[config.mk]
export PLATFORM = sky130hd
export DESIGN_NAME = watchdog_countdown_timer
export DESIGN_NICKNAME = d
export VERILOG_FILES = /design/src/rtl/wdog_pkg.sv /design/src/rtl/wdog_tick_sync.sv /design/src/rtl/watchdog_countdown_timer.sv
export SDC_FILE = /design/constraint.sdc
export NUM_CORES = 1
export LEC_CHECK = 0
export ABC_AREA = 1
export BUFFER_PORTS_ARGS = -buffer_cell sky130_fd_sc_hd__clkbuf_2
export CORE_MARGIN = 1.5
export CORE_UTILIZATION = 60
export CTS_BUF_LIST = sky130_fd_sc_hd__clkbuf_4
export DETAILED_ROUTE_END_ITERATION = 8
export PLACE_DENSITY = 0.84
export SLEW_MARGIN = 20
export SYNTH_ARGS = -nofsm -noshare
export SYNTH_HDL_FRONTEND = slang
export SYNTH_SLANG_ARGS = --single-unit
[constraint.sdc]
create_clock -name core_clk -period 3.4 [get_ports core_clk]
set_input_delay 0.85 -clock core_clk [delete_from_list [all_inputs] [get_ports core_clk]]
set_output_delay 0.85 -clock core_clk [all_outputs]
set_load 0.05 [all_outputs]
[src/rtl/wdog_pkg.sv]
package wdog_pkg;

  // ----------------------------------------
  // register map, byte addresses
  // ----------------------------------------
  localparam int ADDR_W = 12;
  localparam logic [ADDR_W-1:0] OFS_RELOAD_HOLDING = 12'h000;
  localparam logic [ADDR_W-1:0] OFS_LIVE_COUNT = 12'h004;
  localparam logic [ADDR_W-1:0] OFS_CONTROL_GATES = 12'h008;
  localparam logic [ADDR_W-1:0] OFS_IRQ_ACKNOWLEDGE = 12'h00C;
  localparam logic [ADDR_W-1:0] OFS_RAW_IRQ_FLAG = 12'h010;
  localparam logic [ADDR_W-1:0] OFS_GATED_IRQ_FLAG = 12'h014;
  localparam logic [ADDR_W-1:0] OFS_WRITE_PROTECTION = 12'hC00;

  // ----------------------------------------
  // field positions, reset values, keys
  // ----------------------------------------
  localparam logic [31:0] RELOAD_RESET = 32'h0FFF_FFFF;
  localparam int BIT_IRQ_GATE = 0;
  localparam int BIT_REBOOT_GATE = 1;
  localparam logic [31:0] WRITE_GUARD_KEY = 32'h1ACC_E551;

endpackage

[src/rtl/wdog_tick_sync.sv]
`timescale 1ns/1ps
`default_nettype none

// ----------------------------------------
// low-speed timebase: synchronise and edge detect
// ----------------------------------------
module wdog_tick_sync (
  input wire logic core_clk,
  input wire logic rst_n,
  input wire logic ls_clk,
  output logic tick
);

  logic meta_q;
  logic sync_q;
  logic prev_q;
  logic tick_q;

  // meta_q feeds only sync_q
  always_ff @(posedge core_clk or negedge rst_n) begin
    if (!rst_n) begin
      meta_q <= 1'b0;
      sync_q <= 1'b0;
      prev_q <= 1'b0;
    end else begin
      meta_q <= ls_clk;
      sync_q <= meta_q;
      prev_q <= sync_q;
    end
  end

  // one core cycle per rising timebase edge
  always_ff @(posedge core_clk or negedge rst_n) begin
    if (!rst_n) begin
      tick_q <= 1'b0;
    end else begin
      tick_q <= sync_q & ~prev_q;
    end
  end

  assign tick = tick_q;

endmodule

`default_nettype wire

[src/rtl/watchdog_countdown_timer.sv]
`timescale 1ns/1ps
`default_nettype none

//
// Contract
// - 32-bit counter decrements once per timebase tick
// - interrupt period equals reload plus one ticks
// - at zero set flag and reload counter in the same cycle
// - acknowledge also reloads counter from reload value
// - zero while flag set resets, if enabled
// - disabled halts counter; enabling restarts from reload
// - key unlocks writes; other value blocks them
// - reload write stores and restarts counting immediately
// - live count reads counter; writes ignored
// - control bit 0 gates interrupt, resets 0
// - control bit 1 gates reset output, resets 0
// - acknowledge write of any value clears flag, unless a zero lands in the same cycle; reads zero
// - raw flag bit 0, read-only
// - gated flag is raw and interrupt gate
// - protection read returns 1 when blocked
module watchdog_countdown_timer (
  input wire logic core_clk,
  input wire logic arst_n,
  input wire logic ls_clk,
  input wire logic [11:0] addr,
  input wire logic [31:0] wdata,
  input wire logic wr_en,
  input wire logic rd_en,
  output logic [31:0] rdata,
  output logic irq,
  output logic sys_reset_req
);

  // ----------------------------------------
  // reset release and timebase
  // ----------------------------------------
  logic rst_meta_q;
  logic rst_n;
  logic tick;

  always_ff @(posedge core_clk or negedge arst_n) begin
    if (!arst_n) begin
      rst_meta_q <= 1'b0;
      rst_n <= 1'b0;
    end else begin
      rst_meta_q <= 1'b1;
      rst_n <= rst_meta_q;
    end
  end

  wdog_tick_sync u_tick (
    .core_clk(core_clk),
    .rst_n(rst_n),
    .ls_clk(ls_clk),
    .tick(tick)
  );

  // ----------------------------------------
  // state
  // ----------------------------------------
  logic [31:0] reload_holding_q;
  logic [31:0] live_count_q;
  logic irq_gate_q;
  logic reboot_gate_q;
  logic raw_irq_flag_q;
  logic locked_q;
  logic reset_req_q;
  logic [31:0] rdata_q;

  logic wr_ok;
  logic wr_reload;
  logic wr_ctrl;
  logic wr_ack;
  logic enable_rise;
  logic zero_evt;
  logic gated_irq_flag;

  // protection register itself is always writable
  assign wr_ok = wr_en & ~locked_q;
  assign wr_reload = wr_ok && addr == wdog_pkg::OFS_RELOAD_HOLDING;
  assign wr_ctrl = wr_ok && addr == wdog_pkg::OFS_CONTROL_GATES;
  assign wr_ack = wr_ok && addr == wdog_pkg::OFS_IRQ_ACKNOWLEDGE;
  assign enable_rise = wr_ctrl & wdata[wdog_pkg::BIT_IRQ_GATE] & ~irq_gate_q;
  assign zero_evt = tick & irq_gate_q & (live_count_q == 32'h0000_0000);
  assign gated_irq_flag = raw_irq_flag_q & irq_gate_q;

  // ----------------------------------------
  // register writes
  // ----------------------------------------
  always_ff @(posedge core_clk or negedge rst_n) begin
    if (!rst_n) begin
      reload_holding_q <= wdog_pkg::RELOAD_RESET;
    end else if (wr_reload) begin
      reload_holding_q <= wdata;
    end
  end

  always_ff @(posedge core_clk or negedge rst_n) begin
    if (!rst_n) begin
      irq_gate_q <= 1'b0;
      reboot_gate_q <= 1'b0;
    end else if (wr_ctrl) begin
      irq_gate_q <= wdata[wdog_pkg::BIT_IRQ_GATE];
      reboot_gate_q <= wdata[wdog_pkg::BIT_REBOOT_GATE];
    end
  end

  // reset value 0 reads as unlocked
  always_ff @(posedge core_clk or negedge rst_n) begin
    if (!rst_n) begin
      locked_q <= 1'b0;
    end else if (wr_en && addr == wdog_pkg::OFS_WRITE_PROTECTION) begin
      locked_q <= (wdata != wdog_pkg::WRITE_GUARD_KEY);
    end
  end

  // ----------------------------------------
  // countdown
  // ----------------------------------------
  // reload-then-zero spans reload+1 ticks
  always_ff @(posedge core_clk or negedge rst_n) begin
    if (!rst_n) begin
      live_count_q <= wdog_pkg::RELOAD_RESET;
    end else if (wr_reload) begin
      live_count_q <= wdata;
    end else if (enable_rise || wr_ack) begin
      live_count_q <= reload_holding_q;
    end else if (zero_evt) begin
      live_count_q <= reload_holding_q;
    end else if (tick && irq_gate_q) begin
      live_count_q <= live_count_q - 32'h0000_0001;
    end
  end

  // a zero in the cycle of an acknowledge keeps the flag set
  always_ff @(posedge core_clk or negedge rst_n) begin
    if (!rst_n) begin
      raw_irq_flag_q <= 1'b0;
    end else if (zero_evt) begin
      raw_irq_flag_q <= 1'b1;
    end else if (wr_ack) begin
      raw_irq_flag_q <= 1'b0;
    end
  end

  // an acknowledge in the same cycle counts as served
  always_ff @(posedge core_clk or negedge rst_n) begin
    if (!rst_n) begin
      reset_req_q <= 1'b0;
    end else begin
      reset_req_q <= zero_evt & raw_irq_flag_q & ~wr_ack & reboot_gate_q;
    end
  end

  // ----------------------------------------
  // read port
  // ----------------------------------------
  always_ff @(posedge core_clk or negedge rst_n) begin
    if (!rst_n) begin
      rdata_q <= 32'h0000_0000;
    end else if (rd_en) begin
      unique case (addr)
        wdog_pkg::OFS_RELOAD_HOLDING: rdata_q <= reload_holding_q;
        wdog_pkg::OFS_LIVE_COUNT: rdata_q <= live_count_q;
        wdog_pkg::OFS_CONTROL_GATES: rdata_q <= {30'h0000_0000, reboot_gate_q, irq_gate_q};
        wdog_pkg::OFS_RAW_IRQ_FLAG: rdata_q <= {31'h0000_0000, raw_irq_flag_q};
        wdog_pkg::OFS_GATED_IRQ_FLAG: rdata_q <= {31'h0000_0000, gated_irq_flag};
        wdog_pkg::OFS_WRITE_PROTECTION: rdata_q <= {31'h0000_0000, locked_q};
        default: rdata_q <= 32'h0000_0000;
      endcase
    end else begin
      rdata_q <= 32'h0000_0000;
    end
  end

  assign rdata = rdata_q;
  assign irq = gated_irq_flag;
  assign sys_reset_req = reset_req_q;

  // ----------------------------------------
  // period monitor for assertions
  // ----------------------------------------
  // ticks since the last restart; one bit wider so reload plus one fits
  logic [32:0] period_ticks_q;
  logic restart_evt;

  assign restart_evt = wr_reload | enable_rise | wr_ack | zero_evt;

  always_ff @(posedge core_clk or negedge rst_n) begin
    if (!rst_n) begin
      period_ticks_q <= 33'h0_0000_0000;
    end else if (restart_evt) begin
      period_ticks_q <= 33'h0_0000_0000;
    end else if (tick && irq_gate_q) begin
      period_ticks_q <= period_ticks_q + 33'h0_0000_0001;
    end
  end
endmodule

`default_nettype wire

==> results of run 1 <==
[flip-flops by register name, summed over array words and instances, names as in the netlist]
name / cells
u_tick.sync_q: 1
reboot_gate_q: 1
reload_holding_q: 32
u_tick.prev_q: 1
rst_meta_q: 1
irq_gate_q: 1
live_count_q: 32
sys_reset_req: 1
raw_irq_flag_q: 1
u_tick.tick: 1
rst_n: 1
u_tick.meta_q: 1
locked_q: 1
rdata: 32
[cells in the mapped netlist, drive strengths merged]
library cell    n  area [um2]
nand3          81         448
and2            3        18.8
o22ai           1        6.26
xnor2          19         166
nor4            4        25.0
buf            25         184
nor2          155         668
dfstp          56        1470
xor2            8        70.1
o21ai          19        95.1
conb            1        3.75
a21oi          39         221
ha              1        12.5
nand4          15         109
dfrtp          51        1280
nor3            5        25.0
clkinv         10        37.5
o21a            2        15.0
a31oi           1        6.26
clkbuf          9        33.8
inv            73         274
nand2         275        1050
[routing by layer]
layer  vias up  wire [um]  global-route usage, %
met5         -          0                      0
met4         0        217                   9.00
met3        18        819                   3.06
met1      2567       6440                   38.7
li1       2799          -                      -
met2       177       6880                   44.9
[power by group]
| group | switching (uW) | internal [uW] |
|---|---|---|
| combinational | 112 | 69.7 |
| sequential | 30.9 | 1300 |
| clock | 439 | 304 |
| total | 582 | 1680 |
[kinds of logic after synthesis]
family,share of synthesized area (%)
other cells,0.0603
compound gates,5.53
simple gates,37.7
flops,44.2
buf+inv,8.51
fa+ha+maj,0.201
xor+xnor,3.80
[worst max-delay path: stages (launching register included)]
cell	delay, ps
dfstp_2	590
inv_1	80
ha_1	240
nand2_2	150
nor2_4	70
nand2_2	70
nor2_4	50
nand2_4	220
nand3_4	350
nor2_1	370
nand2_1	130
nand2_1	80
nand2_1	40
nand2_1	60
[final timing paths]
path / to
max in group asynchronous: live_count_q[27]$_DFFE_PN1P_
min in group core_clk: rst_n$_DFF_PN0_
setup / recovery: live_count_q[25]$_DFFE_PN1P_
hold reg to reg: rdata[5]$_DFF_PN0_
setup reg to reg: live_count_q[25]$_DFFE_PN1P_
hold / removal: rst_n$_DFF_PN0_
[layout make-up]
cell class,instances,area [um2]
fillers,880,3090
multi-input cells,629,2950
flip-flops and latches,107,2750
repair buffers,90,483
inverters,83,312
well taps,133,166
clock inverters,7,96.3
clock buffers,9,67.6
[through the flow]
step	total power [uW]	utilization, %	hold WS (ps)
after global placement	1530	67.2	332
after floorplan	1460	-	331
after global routing	2350	68.8	119
after detailed placement	1540	67.2	339
final	2260	68.8	142
after CTS	2270	68.8	128
==> flow_summary.toml, run 1 <==
[finish]
design_area_um2 = 6820
final_common_cell = "nand2_1"
final_layout_size_suffix_gt1_share_pct = 21.6
final_cell_mix = "nand2_1, nor2_1, clkbuf_2"
stdcell_count = 1058
diodes = 0
synthToLayoutAreaGrowth_pct = 9.68
fin_nets = 970

[clock_network]
ctsHoldBuffers = 0
cts_buffer_depth = 2
root_buffer = "clkbuf_4"
numCtsBuffers = 9
clkSinkCount = 107
ctsResizeCount = 0
clock_latency_ps = 470
clk_pin_slew_ps = 180
htreeDepth = 3
cts_setup_buffers = 0
cts_tree = "done"

[grt]
grt-ovfl-total = 0
antenna_found_initial = 0
grt_pass1_wl_mm = 24.6
grt_max_degree = 57
grt_usage_pct = 27.6
grt_pass1_vias = 5290

[detailed_routing]
dr.pass1.iters = 5
drc_errors = 0
wl_per_cell_um = 13.6
wl_mm = 14.4
num_vias = 5561
ant_nets = 0
drt_iter0_markers = 387
viasPerCell = 5.26

[worst_setup_path]
critPathMaxFanout = 26
regToRegSetupSlack_ps = 870
cp-end-kind = "flop"
required_ps = 3830
critPathLaunchType = "flop"
r2r_cells = 13
r2r_start = "live_count_q[0]$_DFFE_PN1P_"
worstSetupPathType = "reg -> reg"
crit_start = "live_count_q[0]$_DFFE_PN1P_"
worstPathArrival_ps = 2970

[synth]
synth_seq_cells = 107
synth_nets = 903
synth_cell_type_count = 37
syn-cell-area_um2 = 6220
yosysSeqAreaShare_pct = 44.2
synth_cells = 853
yosysWarningCount = 0
synth_area_per_cell_um2 = 7.29

[timing]
slew_headroom_pct = 57.2
setup_tns_ps = 0
final-setup-viol-count = 0
finalHoldViolations = 0
post-route-period-util_pct = 74.5
worst_slew_pin_slew_ps = 643
slew_violations = 0
min_period_ps = 2530
setup_ws_ps = 866
fin_worst_skew_ps = 28.1
rsz0062_at_grt = "false"
max_freq_ghz = 0.395

[die]
core_um2 = 9910
die_w_um = 105
top_level_ports = 83
die_y_um = 105
die_area_um2 = 11000
rows = 36
start_util_pct = 62.8

[outcome]
status = "finished, final reports clean"

[place]
place_ws_ps = 386
gp_congestion = 0.908
placed_area_um2 = 6660
portBuffers = 82
dp.final_hpwl_mm = 10.2
dp_cells = 1042

[run]
drv_cap = 0

[pwr]
power.leakage_uw = 0.00348
ir_drop_mv = 0.212
cellPowerDensity_nw_per_um2 = 331

[min_path]
hold_path.class = "in -> async"
(Power assumes the default switching activity.)
==> run 2: changes to the inputs <==
ABC_AREA = 0   (was 1)
CORE_UTILIZATION = 59   (was 60)
PLACE_DENSITY = 0.83   (was 0.84)
clock period = 2.5 ns   (was 3.4 ns; I/O delays follow)
==> run 2 against run 1 <==
The flow now finishes with violations (design-rule violations, negative setup slack). Area after synthesis down 13%. Combinational power decreased by 3%. Wire length increased by 15%. Synthesized cell count is 31% lower. Via count is 0.41% lower. Total power grew 29%. Global-route usage is 7.8 points higher. Clock-buffer cell count unchanged. Cell count is 19% lower. First-iteration DRC count up 50%. Critical endpoint is now live_count_q[5]$_DFFE_PN1P_. Largest power group unchanged.
==> flow_summary.toml, run 2 <==
[place]
dp.final_hpwl_mm = 11.8
gp_congestion = 1.02
portBuffers = 82

[worst_setup_path]
required_ps = 2920
worstSetupPathType = "reg -> reg"
critPathMaxFanout = 5
cp-end-kind = "flop"
crit_path_top_delay_cell = "or4_4"
crit_family = "simple AND/OR/NAND/NOR gates"
critPathLaunchType = "flop"
path_buf_inv = 2
critical_path.most_common_cell = "or3_4"
crit_path_cell_trace = "or4_4, or3_4, or3_4, o31ai_4, buf_4, clkbuf_4, a222oi_1, o21ai_1"
worstPathArrival_ps = 2970
max_stage_delay_ps = 530

[synth]
synth_commonest_cells = "nand2_1, nor2_1, dfstp_2"
synth_cells = 591
synth_nets = 641
synth_cell_type_count = 60
synth-main-ff-cell = "dfstp_2"
synth_area_leaders = "dfstp_2, dfrtp_1, nand2_1, a22oi_1, nor2_1"
synth_area_per_cell_um2 = 9.17
syn-cell-area_um2 = 5420
yosysTopAreaCell = "dfstp_2"
synth_top_area_share_pct = 27.2
async_flop_share_pct = 100
yosysSeqAreaShare_pct = 50.7
yosysMostFrequentCell = "nand2_1"
synth_seq_cells = 107
synth_edf_count = 0
yosysWarningCount = 0

[clock_network]
root_buffer = "clkbuf_4"
numCtsBuffers = 9
clkSinkCount = 107
cts_tree = "done"
cts_buffer_depth = 2
htreeDepth = 3
clk_pin_slew_ps = 180
clock_latency_ps = 480

[pwr]
switchingPower_uw = 747
clkPwrFrac_pct = 32.9
swShare_pct = 25.6
cellPowerDensity_nw_per_um2 = 426
seqPwrFrac_pct = 61.0
pwr-share-comb_pct = 6.1
ir_drop_mv = 0.291
power.leakage_uw = 0.00307
internal-power_uw = 2170

[grt]
grt-ovfl-total = 0
antenna_found_initial = 0
grt_usage_pct = 35.4
grt_max_degree = 54
grt_pass1_vias = 5515
grt_pass1_wl_mm = 27.4

[detailed_routing]
drt_iter0_markers = 579
viasPerCell = 6.49
ant_nets = 0
num_vias = 5538
wl_mm = 16.6
drc_errors = 5
dr.pass1.iters = 8
wl_per_cell_um = 19.4

[die]
top_level_ports = 83
die_y_um = 98.8
core_um2 = 8810
start_util_pct = 61.5
die_area_um2 = 9770
die_w_um = 98.8
rows = 34

[finish]
seq_area_um2 = 2750
multi_input_area_um2 = 2590
final_layout_size_suffix_gt1_share_pct = 37.2
final_cell_mix = "nand2_1, buf_4, clkbuf_2"
synthToLayoutAreaGrowth_pct = 26.1
diodes = 0
final_core_util_pct = 77.6
fin_nets = 790
nFillCells = 592
final_common_cell = "nand2_1"

[timing]
setup_ws_ps = -55.3
post-route-period-util_pct = 102
rsz0062_at_grt = "true"
slew_violations = 0
final-setup-viol-count = 15
fin_worst_skew_ps = 22.7
slew_headroom_pct = 49.9
setup_tns_ps = -442
finalHoldViolations = 0
min_period_ps = 2560
max_freq_ghz = 0.391
worst_slew_pin_slew_ps = 749

[outcome]
status = "finished, violations left"
violations = "design-rule violations, negative setup slack"

[min_path]
hold_path.class = "reg -> async"

[run]
drv_cap = 0
[run 2: routing by layer]
layer | track usage (%) | part of all wire [%] | up-vias
li1 | - | - | 2454
met1 | 45.8 | 39 | 2638
met2 | 58.2 | 48 | 378
met3 | 7.02 | 9.2 | 68
met4 | 15.2 | 3.8 | 0
met5 | 0 | 0 | -
[run 2: power by group through the flow]
stage	combinational, uW	clock [uW]	sequential [uW]
finish	177	960	1780
global route	197	1030	1780
floorplan	48.8	0	1820
detailed placement	171	0	1800
CTS	174	965	1780
global placement	166	0	1800
[run 2: final timing paths]
path | slack [ps] | cells after the start | startpoint | endpoint
hold reg to reg | 230 | 0 | rst_n$_DFF_PN0_ | rdata[6]$_DFF_PN0_
hold / removal | 230 | 0 | rst_n$_DFF_PN0_ | rdata[6]$_DFF_PN0_
setup / recovery | -60 | 8 | live_count_q[9]$_DFFE_PN1P_ | live_count_q[5]$_DFFE_PN1P_
min in group core_clk | 240 | 1 | ls_clk | u_tick.meta_q$_DFF_PN0_
max in group asynchronous | 1510 | 1 | rst_n$_DFF_PN0_ | reload_holding_q[0]$_DFFE_PN1P_
setup reg to reg | -60 | 8 | live_count_q[9]$_DFFE_PN1P_ | live_count_q[5]$_DFFE_PN1P_
[run 2: cells by family (layout without fill, tap and decap cells)]
| group | after synthesis | count (layout) | share of synthesized area, % |
|---|---|---|---|
| compound gates | 136 | 136 | 18.4 |
| other cells | 1 | 1 | 0.0692 |
| flops | 107 | 107 | 50.7 |
| buf+inv | 45 | 199 | 3.37 |
| xor+xnor | 8 | 8 | 1.29 |
| fa+ha+maj | 1 | 1 | 0.231 |
| mux | 5 | 5 | 0.993 |
| simple gates | 288 | 288 | 24.9 |
[run 2: cell type report]
type / instances / share of cell area [%]
multi-input cells: 439 / 37.9
flip-flops and latches: 107 / 40.3
well taps: 108 / 1.98
clock buffers: 9 / 0.989
repair buffers: 176 / 17.1
clock inverters: 7 / 1.34
inverters: 7 / 0.385
[run 2: worst register-to-register path, cell delays in order (launching register included)]
cell      delay [ps]
dfstp_2          410
or4_4            530
or3_4            350
or3_4            420
o31ai_4          210
buf_4            170
clkbuf_4         170
a222oi_1          70
o21ai_1          180
[run 2: what timing repair did]
item / 4_1_cts / 5_1_grt
buffers inserted: 5 / 1
hold buffers: 1 / 0
gates resized for setup: 9 / 17
endpoints found under the setup margin: 26 / 31
hold endpoints to repair: 2 / 0
pin swaps: 7 / 4
gates cloned: 2 / 0
[run 2: through the flow]
stage	worst slack (ps)	hold WS, ps	total power (uW)	instance area (um2)	instances
after global placement	-97.6	221	1970	6520	828
after global routing	-137	218	3010	6830	853
final	-55.3	232	2910	6830	853
after floorplan	-45.3	329	1870	5490	591
after CTS	-41.0	229	2910	6770	852
after detailed placement	-161	227	1970	6520	828
